`config.mk`:
```
export PLATFORM = sky130hd
export DESIGN_NAME = ipend_regs
export DESIGN_NICKNAME = d
export VERILOG_FILES = /design/src/hw/ipend_pkg.sv /design/src/hw/ipend_sync.sv /design/src/hw/ipend_regs.sv
export VERILOG_INCLUDE_DIRS = /design/src /design/src/hw
export SDC_FILE = /design/constraint.sdc
export NUM_CORES = 1
export LEC_CHECK = 0
export ABC_CLOCK_PERIOD_IN_PS = 3800
export BUFFER_PORTS_ARGS = -buffer_cell sky130_fd_sc_hd__buf_2
export CORE_ASPECT_RATIO = 0.9
export CORE_MARGIN = 4
export CORE_UTILIZATION = 50
export CTS_CLUSTER_DIAMETER = 50
export DETAILED_ROUTE_END_ITERATION = 10
export PLACE_DENSITY = 0.87
export SLEW_MARGIN = 20
export SYNTH_ARGS = -nofsm -noshare
export SYNTH_HDL_FRONTEND = slang
export SYNTH_SLANG_ARGS = --single-unit
```
`constraint.sdc`:
```
create_clock -name clock -period 3.8 [get_ports clock]
set_input_delay 0.76 -clock clock [delete_from_list [all_inputs] [get_ports clock]]
set_output_delay 0.76 -clock clock [all_outputs]
set_load 0.005 [all_outputs]
```
`src/hw/ipend_defines.svh`:
```
// address map, field masks and reset values of the set-pending register block
//
// Notes on behaviour
// [RULE1] writing one to set word marks source pending
// [RULE2] written zero bits leave pending state unchanged
// [RULE3] reading returns one per pending source
// [RULE4] low word: port0 0-11, port1 0-11, port2 0-7
// [RULE5] high bits 0-7: port2 pins 8-11, port3 0-3
// [RULE6] high bits 8-19: the peripheral sources in order
// [RULE7] high bits 21-24: gpio ports 3 down to 0
// [RULE8] high bit 25: second sync serial port
// [RULE9] software writes zeros to reserved high bits
// [RULE10] reserved high bits read undefined, not relied on
// [RULE11] set words never remove a pending state
// [RULE12] clear word one clears pending, zero no effect
// [RULE13] one shared pending flag per source
`ifndef IPEND_DEFINES_SVH
`define IPEND_DEFINES_SVH

`define IPEND_SET_LOW_ADDR   32'hE000_E200
`define IPEND_SET_HIGH_ADDR  32'hE000_E204
`define IPEND_CLR_LOW_ADDR   32'hE000_E280
`define IPEND_CLR_HIGH_ADDR  32'hE000_E284
`define IPEND_STAT_ADDR      32'hE000_E2C0
`define IPEND_STAT_CLR_ADDR  32'hE000_E2C4
`define IPEND_IRQ_EN_ADDR    32'hE000_E2C8

`define IPEND_HIGH_MASK      32'h03EF_FFFF
`define IPEND_HIGH_PERIPH    32'h000F_FF00
`define IPEND_HIGH_GPIO      32'h01E0_0000
`define IPEND_HIGH_SERIAL1   32'h0200_0000

`define IPEND_EV_HW_NEW      0
`define IPEND_EV_RESV_WR     1
`define IPEND_EV_BAD_ADDR    2
`define IPEND_EV_W           3

`define IPEND_PEND_RST       32'h0000_0000
`define IPEND_EV_RST         3'h0
`define IPEND_WORD_ZERO      32'h0000_0000

`endif

```
`src/hw/ipend_pkg.sv`:
```
// types shared by the set-pending register block
package ipend_pkg;

    typedef enum logic [2:0] {
        IPEND_REG_NONE     = 3'b000,
        IPEND_REG_SET_LO   = 3'b001,
        IPEND_REG_SET_HI   = 3'b010,
        IPEND_REG_CLR_LO   = 3'b011,
        IPEND_REG_CLR_HI   = 3'b100,
        IPEND_REG_STAT     = 3'b101,
        IPEND_REG_STAT_CLR = 3'b110,
        IPEND_REG_IRQ_EN   = 3'b111
    } ipend_reg_t;

    typedef struct packed {
        logic [31:0] pend_low;
        logic [31:0] pend_high;
        logic [2:0]  stat;
        logic [2:0]  irq_en;
        logic [31:0] rdata;
        logic        slverr;
    } ipend_state_t;

    typedef struct packed {
        logic        psel;
        logic        penable;
        logic        pwrite;
        logic [31:0] paddr;
        logic [31:0] pwdata;
    } ipend_apb_req_t;

endpackage

```
`src/hw/ipend_sync.sv`:
```
// two-stage synchroniser for asynchronous request lines
`timescale 1ns/1ns
module ipend_sync #(
    parameter int WIDTH = 32
) (
    input  wire logic             clock,
    input  wire logic             rst_n,
    input  wire logic [WIDTH-1:0] async_in,
    output logic      [WIDTH-1:0] sync_out
);

    typedef struct packed {
        logic [WIDTH-1:0] meta;
        logic [WIDTH-1:0] held;
    } ipend_sync_t;

    ipend_sync_t st;
    ipend_sync_t next_st;

    // meta feeds only held; nothing else may look at it
    always_comb begin
        next_st      = st;
        next_st.meta = async_in;
        next_st.held = st.meta;
    end

    always_ff @(posedge clock or negedge rst_n) begin
        if (!rst_n) begin
            st <= '0;
        end else begin
            st <= next_st;
        end
    end

    assign sync_out = st.held;

endmodule

```
`src/hw/ipend_regs.sv`:
```
// set-pending and clear-pending words with apb slave and event interrupt
`timescale 1ns/1ns
`include "ipend_defines.svh"
module ipend_regs #(
    parameter int LOW_SRCS  = 32,
    parameter int HIGH_SRCS = 32
) (
    input  wire logic                 clock,
    input  wire logic                 rst_n,
    input  wire logic                 psel,
    input  wire logic                 penable,
    input  wire logic                 pwrite,
    input  wire logic [31:0]          paddr,
    input  wire logic [31:0]          pwdata,
    output logic      [31:0]          prdata,
    output logic                      pready,
    output logic                      pslverr,
    input  wire logic [LOW_SRCS-1:0]  src_req_low,
    input  wire logic [HIGH_SRCS-1:0] src_req_high,
    output logic      [31:0]          pending_low,
    output logic      [31:0]          pending_high,
    output logic                      irq
);

    ipend_pkg::ipend_state_t   st;
    ipend_pkg::ipend_state_t   next_st;
    ipend_pkg::ipend_apb_req_t req;
    ipend_pkg::ipend_reg_t     sel;

    logic [LOW_SRCS-1:0]  req_low_sync;
    logic [HIGH_SRCS-1:0] req_high_sync;
    logic [31:0]          hw_low;
    logic [31:0]          hw_high;
    logic                 setup;
    logic                 access;
    logic                 wr;
    logic [31:0]          set_low;
    logic [31:0]          set_high;
    logic [31:0]          clr_low;
    logic [31:0]          clr_high;
    logic [2:0]           stat_clr;
    logic [2:0]           events;
    logic [31:0]          rd_mux;

    // request lines come from pins and other blocks' domains
    ipend_sync #(
        .WIDTH (LOW_SRCS)
    ) u_sync_low (
        .clock    (clock),
        .rst_n    (rst_n),
        .async_in (src_req_low),
        .sync_out (req_low_sync)
    );

    ipend_sync #(
        .WIDTH (HIGH_SRCS)
    ) u_sync_high (
        .clock    (clock),
        .rst_n    (rst_n),
        .async_in (src_req_high),
        .sync_out (req_high_sync)
    );

    // widen to a full word; positions beyond the port width stay idle
    always_comb begin
        hw_low  = `IPEND_WORD_ZERO;
        hw_high = `IPEND_WORD_ZERO;
        hw_low[LOW_SRCS-1:0]   = req_low_sync;    // see [RULE4]
        hw_high[HIGH_SRCS-1:0] = req_high_sync;   // see [RULE5]
        hw_high = hw_high & `IPEND_HIGH_MASK;   // see [RULE6], [RULE7], [RULE8]
    end

    always_comb begin
        req.psel    = psel;
        req.penable = penable;
        req.pwrite  = pwrite;
        req.paddr   = paddr;
        req.pwdata  = pwdata;
    end

    always_comb begin
        unique case (req.paddr)
            `IPEND_SET_LOW_ADDR:  sel = ipend_pkg::IPEND_REG_SET_LO;
            `IPEND_SET_HIGH_ADDR: sel = ipend_pkg::IPEND_REG_SET_HI;
            `IPEND_CLR_LOW_ADDR:  sel = ipend_pkg::IPEND_REG_CLR_LO;
            `IPEND_CLR_HIGH_ADDR: sel = ipend_pkg::IPEND_REG_CLR_HI;
            `IPEND_STAT_ADDR:     sel = ipend_pkg::IPEND_REG_STAT;
            `IPEND_STAT_CLR_ADDR: sel = ipend_pkg::IPEND_REG_STAT_CLR;
            `IPEND_IRQ_EN_ADDR:   sel = ipend_pkg::IPEND_REG_IRQ_EN;
            default:              sel = ipend_pkg::IPEND_REG_NONE;
        endcase
    end

    assign setup  = req.psel & ~req.penable;
    assign access = req.psel & req.penable;
    assign wr     = access & req.pwrite;

    // write strobes; a write lands only at the access edge
    always_comb begin
        set_low  = `IPEND_WORD_ZERO;
        set_high = `IPEND_WORD_ZERO;
        clr_low  = `IPEND_WORD_ZERO;
        clr_high = `IPEND_WORD_ZERO;
        stat_clr = `IPEND_EV_RST;
        if (wr) begin
            unique case (sel)
                ipend_pkg::IPEND_REG_SET_LO:   set_low  = req.pwdata;   // see [RULE1]
                ipend_pkg::IPEND_REG_SET_HI:   set_high = req.pwdata;   // see [RULE1]
                ipend_pkg::IPEND_REG_CLR_LO:   clr_low  = req.pwdata;   // see [RULE12]
                ipend_pkg::IPEND_REG_CLR_HI:   clr_high = req.pwdata;   // see [RULE12]
                ipend_pkg::IPEND_REG_STAT_CLR: stat_clr = req.pwdata[`IPEND_EV_W-1:0];
                ipend_pkg::IPEND_REG_NONE,
                ipend_pkg::IPEND_REG_STAT,
                ipend_pkg::IPEND_REG_IRQ_EN: begin
                end
            endcase
        end
        // reserved positions are never stored, whatever software writes
        set_high = set_high & `IPEND_HIGH_MASK;   // see [RULE9]
        clr_high = clr_high & `IPEND_HIGH_MASK;
    end

    // events that software may watch through the status word
    always_comb begin
        events = `IPEND_EV_RST;
        events[`IPEND_EV_HW_NEW] = |(hw_low & ~st.pend_low) | |(hw_high & ~st.pend_high);
        events[`IPEND_EV_RESV_WR] = wr
            & ((sel == ipend_pkg::IPEND_REG_SET_HI) | (sel == ipend_pkg::IPEND_REG_CLR_HI))
            & |(req.pwdata & ~`IPEND_HIGH_MASK);
        events[`IPEND_EV_BAD_ADDR] = access & (sel == ipend_pkg::IPEND_REG_NONE);
    end

    // set and clear words alias the same flags
    always_comb begin
        rd_mux = `IPEND_WORD_ZERO;
        unique case (sel)
            ipend_pkg::IPEND_REG_SET_LO,
            ipend_pkg::IPEND_REG_CLR_LO: rd_mux = st.pend_low;    // see [RULE3]
            ipend_pkg::IPEND_REG_SET_HI,
            ipend_pkg::IPEND_REG_CLR_HI: rd_mux = st.pend_high;   // see [RULE13]
            ipend_pkg::IPEND_REG_STAT:   rd_mux[`IPEND_EV_W-1:0] = st.stat;
            ipend_pkg::IPEND_REG_IRQ_EN: rd_mux[`IPEND_EV_W-1:0] = st.irq_en;
            ipend_pkg::IPEND_REG_NONE,
            ipend_pkg::IPEND_REG_STAT_CLR: begin
            end
        endcase
    end

    always_comb begin
        next_st = st;
        // set-type terms are ored after the clear, so a request or set
        // in the same cycle as a clear leaves the source pending
        next_st.pend_low  = (st.pend_low & ~clr_low) | set_low | hw_low;      // see [RULE11]
        next_st.pend_high = (st.pend_high & ~clr_high) | set_high | hw_high;  // see [RULE2]
        next_st.stat      = (st.stat & ~stat_clr) | events;
        if (wr && sel == ipend_pkg::IPEND_REG_IRQ_EN) begin
            next_st.irq_en = req.pwdata[`IPEND_EV_W-1:0];
        end
        // read data is caught in the setup cycle and held through access
        if (setup) begin
            next_st.rdata  = rd_mux;                          // see [RULE10]
            next_st.slverr = (sel == ipend_pkg::IPEND_REG_NONE);
        end
    end

    always_ff @(posedge clock or negedge rst_n) begin
        if (!rst_n) begin
            st.pend_low  <= `IPEND_PEND_RST;
            st.pend_high <= `IPEND_PEND_RST;
            st.stat      <= `IPEND_EV_RST;
            st.irq_en    <= `IPEND_EV_RST;
            st.rdata     <= `IPEND_WORD_ZERO;
            st.slverr    <= 1'b0;
        end else begin
            st <= next_st;
        end
    end

    // zero wait states: every access phase completes at once
    assign pready       = access;
    assign pslverr      = access & st.slverr;
    assign prdata       = st.rdata;
    assign pending_low  = st.pend_low;                        // see [RULE13]
    assign pending_high = st.pend_high;
    assign irq          = |(st.stat & st.irq_en);
endmodule

```
[After elaboration in Yosys (flattened, before gate mapping)]
Cells that the tools add are included.
Word-level totals
  register bits: 219
  latch bits: 0
  memory bits (writable): 0
  bits in read-only memories: 0
  bits of input ports: 133
  output and inout bits: 99
  logic and storage cells: 71
  memories: 0
Cells by class
  $add $sub $neg: 0
  multiply operators: 0
  divide/modulo/power cells: 0
  magnitude comparators: 0
  eq/ne operators: 14
  shift-type cells: 0
  multiplexer cells: 13
  bitwise operators: 26
  reductions and logical operators: 8
Operators by type and width (count)
  == test 32 bit (second input constant): 7
  two-way mux 32 bit: 4
  two-way mux 26 bit: 4
  bitwise AND 32 bit: 3
  inverter 32 bit: 3
  bitwise OR 32 x 26 -> 32 bit: 2
  bitwise OR 32 bit: 2
  OR reduction 32 bit: 2
  case mux 29 bit (2 select lines): 1
  bitwise AND 26 x 32 -> 32 bit: 1
  inverter 26 -> 32 bit: 1
  case mux 3 bit (7 select lines): 1
  == test 3 bit (second input constant): 4
  case mux 3 bit (4 select lines): 1
  bitwise AND 1 bit: 7
  OR reduction 7 bit: 1
  bitwise AND 3 bit: 2
  == test 3 x 2 -> 1 bit (second input constant): 2
  two-way mux 3 bit: 2
  OR reduction 2 bit: 2
  == test 3 x 1 -> 1 bit (second input constant): 1
  logical NOT 3 bit: 1
  inverter 3 bit: 1
  bitwise OR 3 bit: 1
  other kinds (4): 5

[Longest topological paths before layout]
  depth in word-level cells: 9
  depth in mapped cells: 8
  gate-level depth less buffers: 5

[By module]
Synthesis repeated with hierarchy kept, for this count alone.
Second synthesis, totals
  cell total of the unflattened synthesis: 726
  area total of the unflattened synthesis: 8944.8 µm²
By module, submodules not included
  ipend_regs: instances 1, cells each 598, area each 5741.8 µm², seq. area each 2402.3 µm²
  ipend_sync: instances 2, cells each 64, area each 1601.5 µm², seq. area each 1601.5 µm²

[Worst setup path before layout]
Ideal clock, no wire load.
  path type: input port to flip-flop
  start point: in paddr[1]
  end point: reg st, in the netlist pending_high[10]
  setup time: 0.069 ns
  arrival time: 2.349 ns
  required time: 3.731 ns
  setup slack: 1.382 ns
  cell stages on the path: 6
  buffers on the path: 1
  cell sequence: or4_4 -> or4_4 -> nor3_4 -> buf_6 -> nand3_1 -> nand3_1
RTL lines
  from (decl): RTL line ipend_regs.sv:13  | input wire logic [31:0] paddr,
  to (signal assigned): RTL line ipend_regs.sv:175  | st <= next_st;
  to (decl): RTL line ipend_regs.sv:25  | ipend_pkg::ipend_state_t st;

[Final worst setup path]
  start point: in paddr[1]
  end point: reg st, in the netlist prdata[15]
Between the ends
  longest elaborated chain between the ends: 5
  elaborated cells on any way between the ends: 15
  classes of those cells: eq/ne (11); mux (2); reduce/logical (2)
Ends and longest elaborated chain
  == test 32 bit: RTL line ipend_regs.sv:82  | unique case (req.paddr)
  case mux 3 bit (7 select lines) *: RTL line ipend_regs.sv:82
  == test 3 x 2 -> 1 bit, or another cell as far along: RTL line ipend_regs.sv:136  | unique case (sel)
  OR reduction 2 bit: RTL line ipend_regs.sv:136
  case mux 29 bit (2 select lines) *: RTL line ipend_regs.sv:136
Mark *: on every way between the ends. The rest lies on a longest branch, timed or not.
A chain may end at the register's enable or synchronous reset.

==> impl_metrics.py <==
metrics = {
    "status": {
        "status": "complete, no violations",
    },
    "layout": {
        "layout-drive-gt1-share_pct": 30.3,
        "regArea_sq_um": 5260,
        "areaGrowthSynthToFinish_pct": 16.1,
        "final_common_cell": "buf_2",
        "final_util_pct": 59.2,
        "layout.cells.non_filler": 1118,
        "fin_area_sq_um": 10000,
        "final_cell_mix": "buf_2 (216), dfrtp_1 (210), inv_1 (55), nand2_1 (45), a31oi_1 (42)",
        "fill_cells": 1349,
        "fin_nets": 1026,
        "multi_input_area_sq_um": 2320,
    },
    "synthesis": {
        "synth_seq_cells": 210,
        "async_flop_share_pct": 100,
        "synthTopCellsByArea": "dfrtp_1 (61%), buf_4 (8.4%), a22o_1 (3.3%), a31oi_1 (3.0%), inv_1 (2.4%)",
        "synth.distinct_cells": 45,
        "synth_area_leader_cell": "dfrtp_1",
        "synth.cell_area_sq_um": 8620,
        "synth_top_area_share_pct": 61.0,
        "synth_cells": 763,
        "ys_warn_count": 0,
        "synth_flop_cell": "dfrtp_1",
        "synth-edff-count": 0,
        "seq_area_frac_synth_pct": 61.0,
        "avgSynthCellArea_sq_um": 11.3,
    },
    "global_routing": {
        "grt_max_degree": 94,
        "grt_usage_pct": 23.3,
        "grt_overflow_total": 0,
        "grt_pass1_wl_microns": 35700,
        "grt_pass1_vias": 6332,
        "antenna_found_initial": 4,
    },
    "placement": {
        "dp_hpwl_microns": 16000,
        "place_ws_ps": 786,
        "dp.cells": 1079,
        "numPortBuffers": 217,
        "gp_congestion": 0.931,
        "postPlaceCellArea_sq_um": 9250,
    },
    "clock_tree": {
        "cts_tree": "done",
        "root_buffer": "clkbuf_16",
        "cts.sinks": 210,
        "hold_buffers": 0,
        "clk_pin_slew_worst_paths_ps": 60,
        "clk_latency_ps": 500,
        "cts_resized": 0,
        "cts_buffer_depth": 3,
        "cts_setup_buffers": 0,
        "cts_made_buffers": 23,
        "h-tree-depth": 1,
    },
    "power": {
        "p_sw_mw": 1.02,
        "clkPwrFrac_pct": 46.4,
        "p_comb_share_pct": 4.3,
        "switching_share_pct": 21.6,
        "p_per_area_nw_per_um2": 471,
        "intPower_mw": 3.70,
        "leakage_nw": 4.91,
        "max-vdd-ir-drop_mv": 0.361,
        "seq_power_share_pct": 49.3,
        "power_mw": 4.72,
    },
    "min_path": {
        "hold_class": "in2async",
    },
    "die": {
        "rows": 45,
        "core_area_sq_um": 16900,
        "die_h_microns": 133,
        "die_w_microns": 146,
        "ios": 232,
        "initial_core_util_pct": 51.0,
        "fp.dieArea_sq_um": 19400,
    },
    "setup_path": {
        "slowest_stage": "nor4_4",
        "crit_path_max_incr_delay_ps": 550,
        "r2r-end": "st[36]$_DFF_PN0_",
        "crit_type": "in2reg",
        "crit_arrival_ps": 2840,
        "crit_path_cell_trace": "buf_2 > nor4_2 > and3_1 > nand2_1 > nor4_4 > buf_12 > a21o_1",
        "crit_buf_inv": 2,
        "crit_required_ps": 4230,
        "ff2ff_setup_slack_ps": 1780,
        "cp-end-kind": "flop",
        "setup.worst_path.start_class": "input port",
        "worst_path_dominant_cell_family": "simple AND/OR/NAND/NOR gates",
        "rr_startpoint": "pending_high[7]$_DFF_PN0_",
        "crit_fanout": 19,
        "rr_worst_depth": 4,
    },
    "timing": {
        "rsz0062_at_grt": "no",
        "period_needed_ps": 2410,
        "hold_viol_final": 0,
        "whs_ps": 243,
        "worstMarginPinSlew_ps": 678,
        "fmax_mhz": 415,
        "setup_viol": 0,
        "layout_setup_ws_ps": 1390,
        "timing.final.crit_share_pct": 63.4,
        "skew_ps": 7.67,
        "setup_tns_ps": 0,
        "relSlewSlack_pct": 54.8,
        "finalMaxSlewViolations": 0,
    },
    "detailed_routing": {
        "vias_per_cell": 5.66,
        "drc": 0,
        "drt_iter0_markers": 400,
        "first_pass_iters": 5,
        "post_drt_wl_per_cell_microns": 20.6,
        "vias": 6328,
        "wl_microns": 23000,
        "final_antenna_net_count": 0,
    },
    "flow_run": {
        "cap_violations": 0,
    },
}
synthesized netlist by cell type, types with 3 or more instances:
library cell,n
a22o_1,32
nor4_1,6
clkbuf_1,23
and4_1,3
buf_4,96
a21oi_1,3
a21o_1,22
nor2b_1,3
a221oi_1,7
buf_2,9
dfrtp_1,210
mux2i_1,6
a31oi_1,42
nand4_1,5
nor2_1,29
and3_1,10
o21ai_1,16
nor4b_1,4
nand2_1,45
o21bai_1,14
mux2_2,3
o21ai_0,30
nor3_1,4
nand2b_1,6
nand3_1,32
o22ai_1,22
inv_1,55
per-layer routing:
layer | global-route usage, % | wire length (microns) | vias up
li1 | - | - | 2835
met1 | 31.7 | 9380 | 3127
met2 | 37.4 | 11000 | 313
met3 | 6.10 | 2040 | 49
met4 | 6.58 | 566 | 4
met5 | 0 | 23 | -
power groups by stage:
stage	clock network [mW]	logic [mW]	registers, mW
2_1_floorplan	0	0.0653	2.35
3_3_place_gp	0	0.197	2.36
3_5_place_dp	0	0.203	2.36
4_1_cts	2.23	0.204	2.32
5_1_grt	2.32	0.229	2.33
6_report	2.19	0.203	2.32
logic make-up after synthesis:
kind of cell / after synthesis / synth area share (%)
other: 1 / 0.0435
muxes: 9 / 1.09
buffers and inverters: 185 / 12.5
AOI/OAI and AO/OA: 196 / 15.4
and+or+nand+nor: 162 / 9.95
DFF: 210 / 61.0
state kept, by name, indices dropped and copies added (netlist names):
| register | flops |
|---|---|
| u_sync_low.sync_out | 32 |
| pending_low | 32 |
| st | 7 |
| u_sync_high.sync_out | 25 |
| pending_high | 25 |
| u_sync_high.next_st | 25 |
| u_sync_low.next_st | 32 |
| prdata | 32 |
worst max-delay path by stage:
stage | start | to | slack (ps) | depth (start not counted)
3_3_place_gp | paddr[8] | pending_high[4]$_DFF_PN0_ | 930 | 6
3_5_place_dp | paddr[12] | pending_high[4]$_DFF_PN0_ | 790 | 6
2_1_floorplan | paddr[1] | pending_high[10]$_DFF_PN0_ | 1380 | 6
6_report | paddr[1] | prdata[15]$_DFFE_PN0P_ | 1390 | 7
5_1_grt | paddr[12] | pending_high[16]$_DFF_PN0_ | 1300 | 6
4_1_cts | paddr[8] | pending_high[4]$_DFF_PN0_ | 1290 | 6
layout make-up:
| type | instances | area share (%) |
|---|---|---|
| antenna | 2 | 0.0500 |
| timing repair buffer | 229 | 12.1 |
| multi-input combinational | 374 | 23.2 |
| sequential | 210 | 52.5 |
| clock buffer | 31 | 6.46 |
| tap | 211 | 2.64 |
| inverter | 55 | 2.06 |
| clock inverter | 6 | 0.976 |
worst register-to-register path: cells and delay by family, from the launching register on:
kind	cells	cell delay [ps]
flip-flops	1	450
AND/OR/NAND/NOR	3	1300
AO/OA/AOI/OAI	1	160
Note: power is estimated with default switching activity, not from simulation.
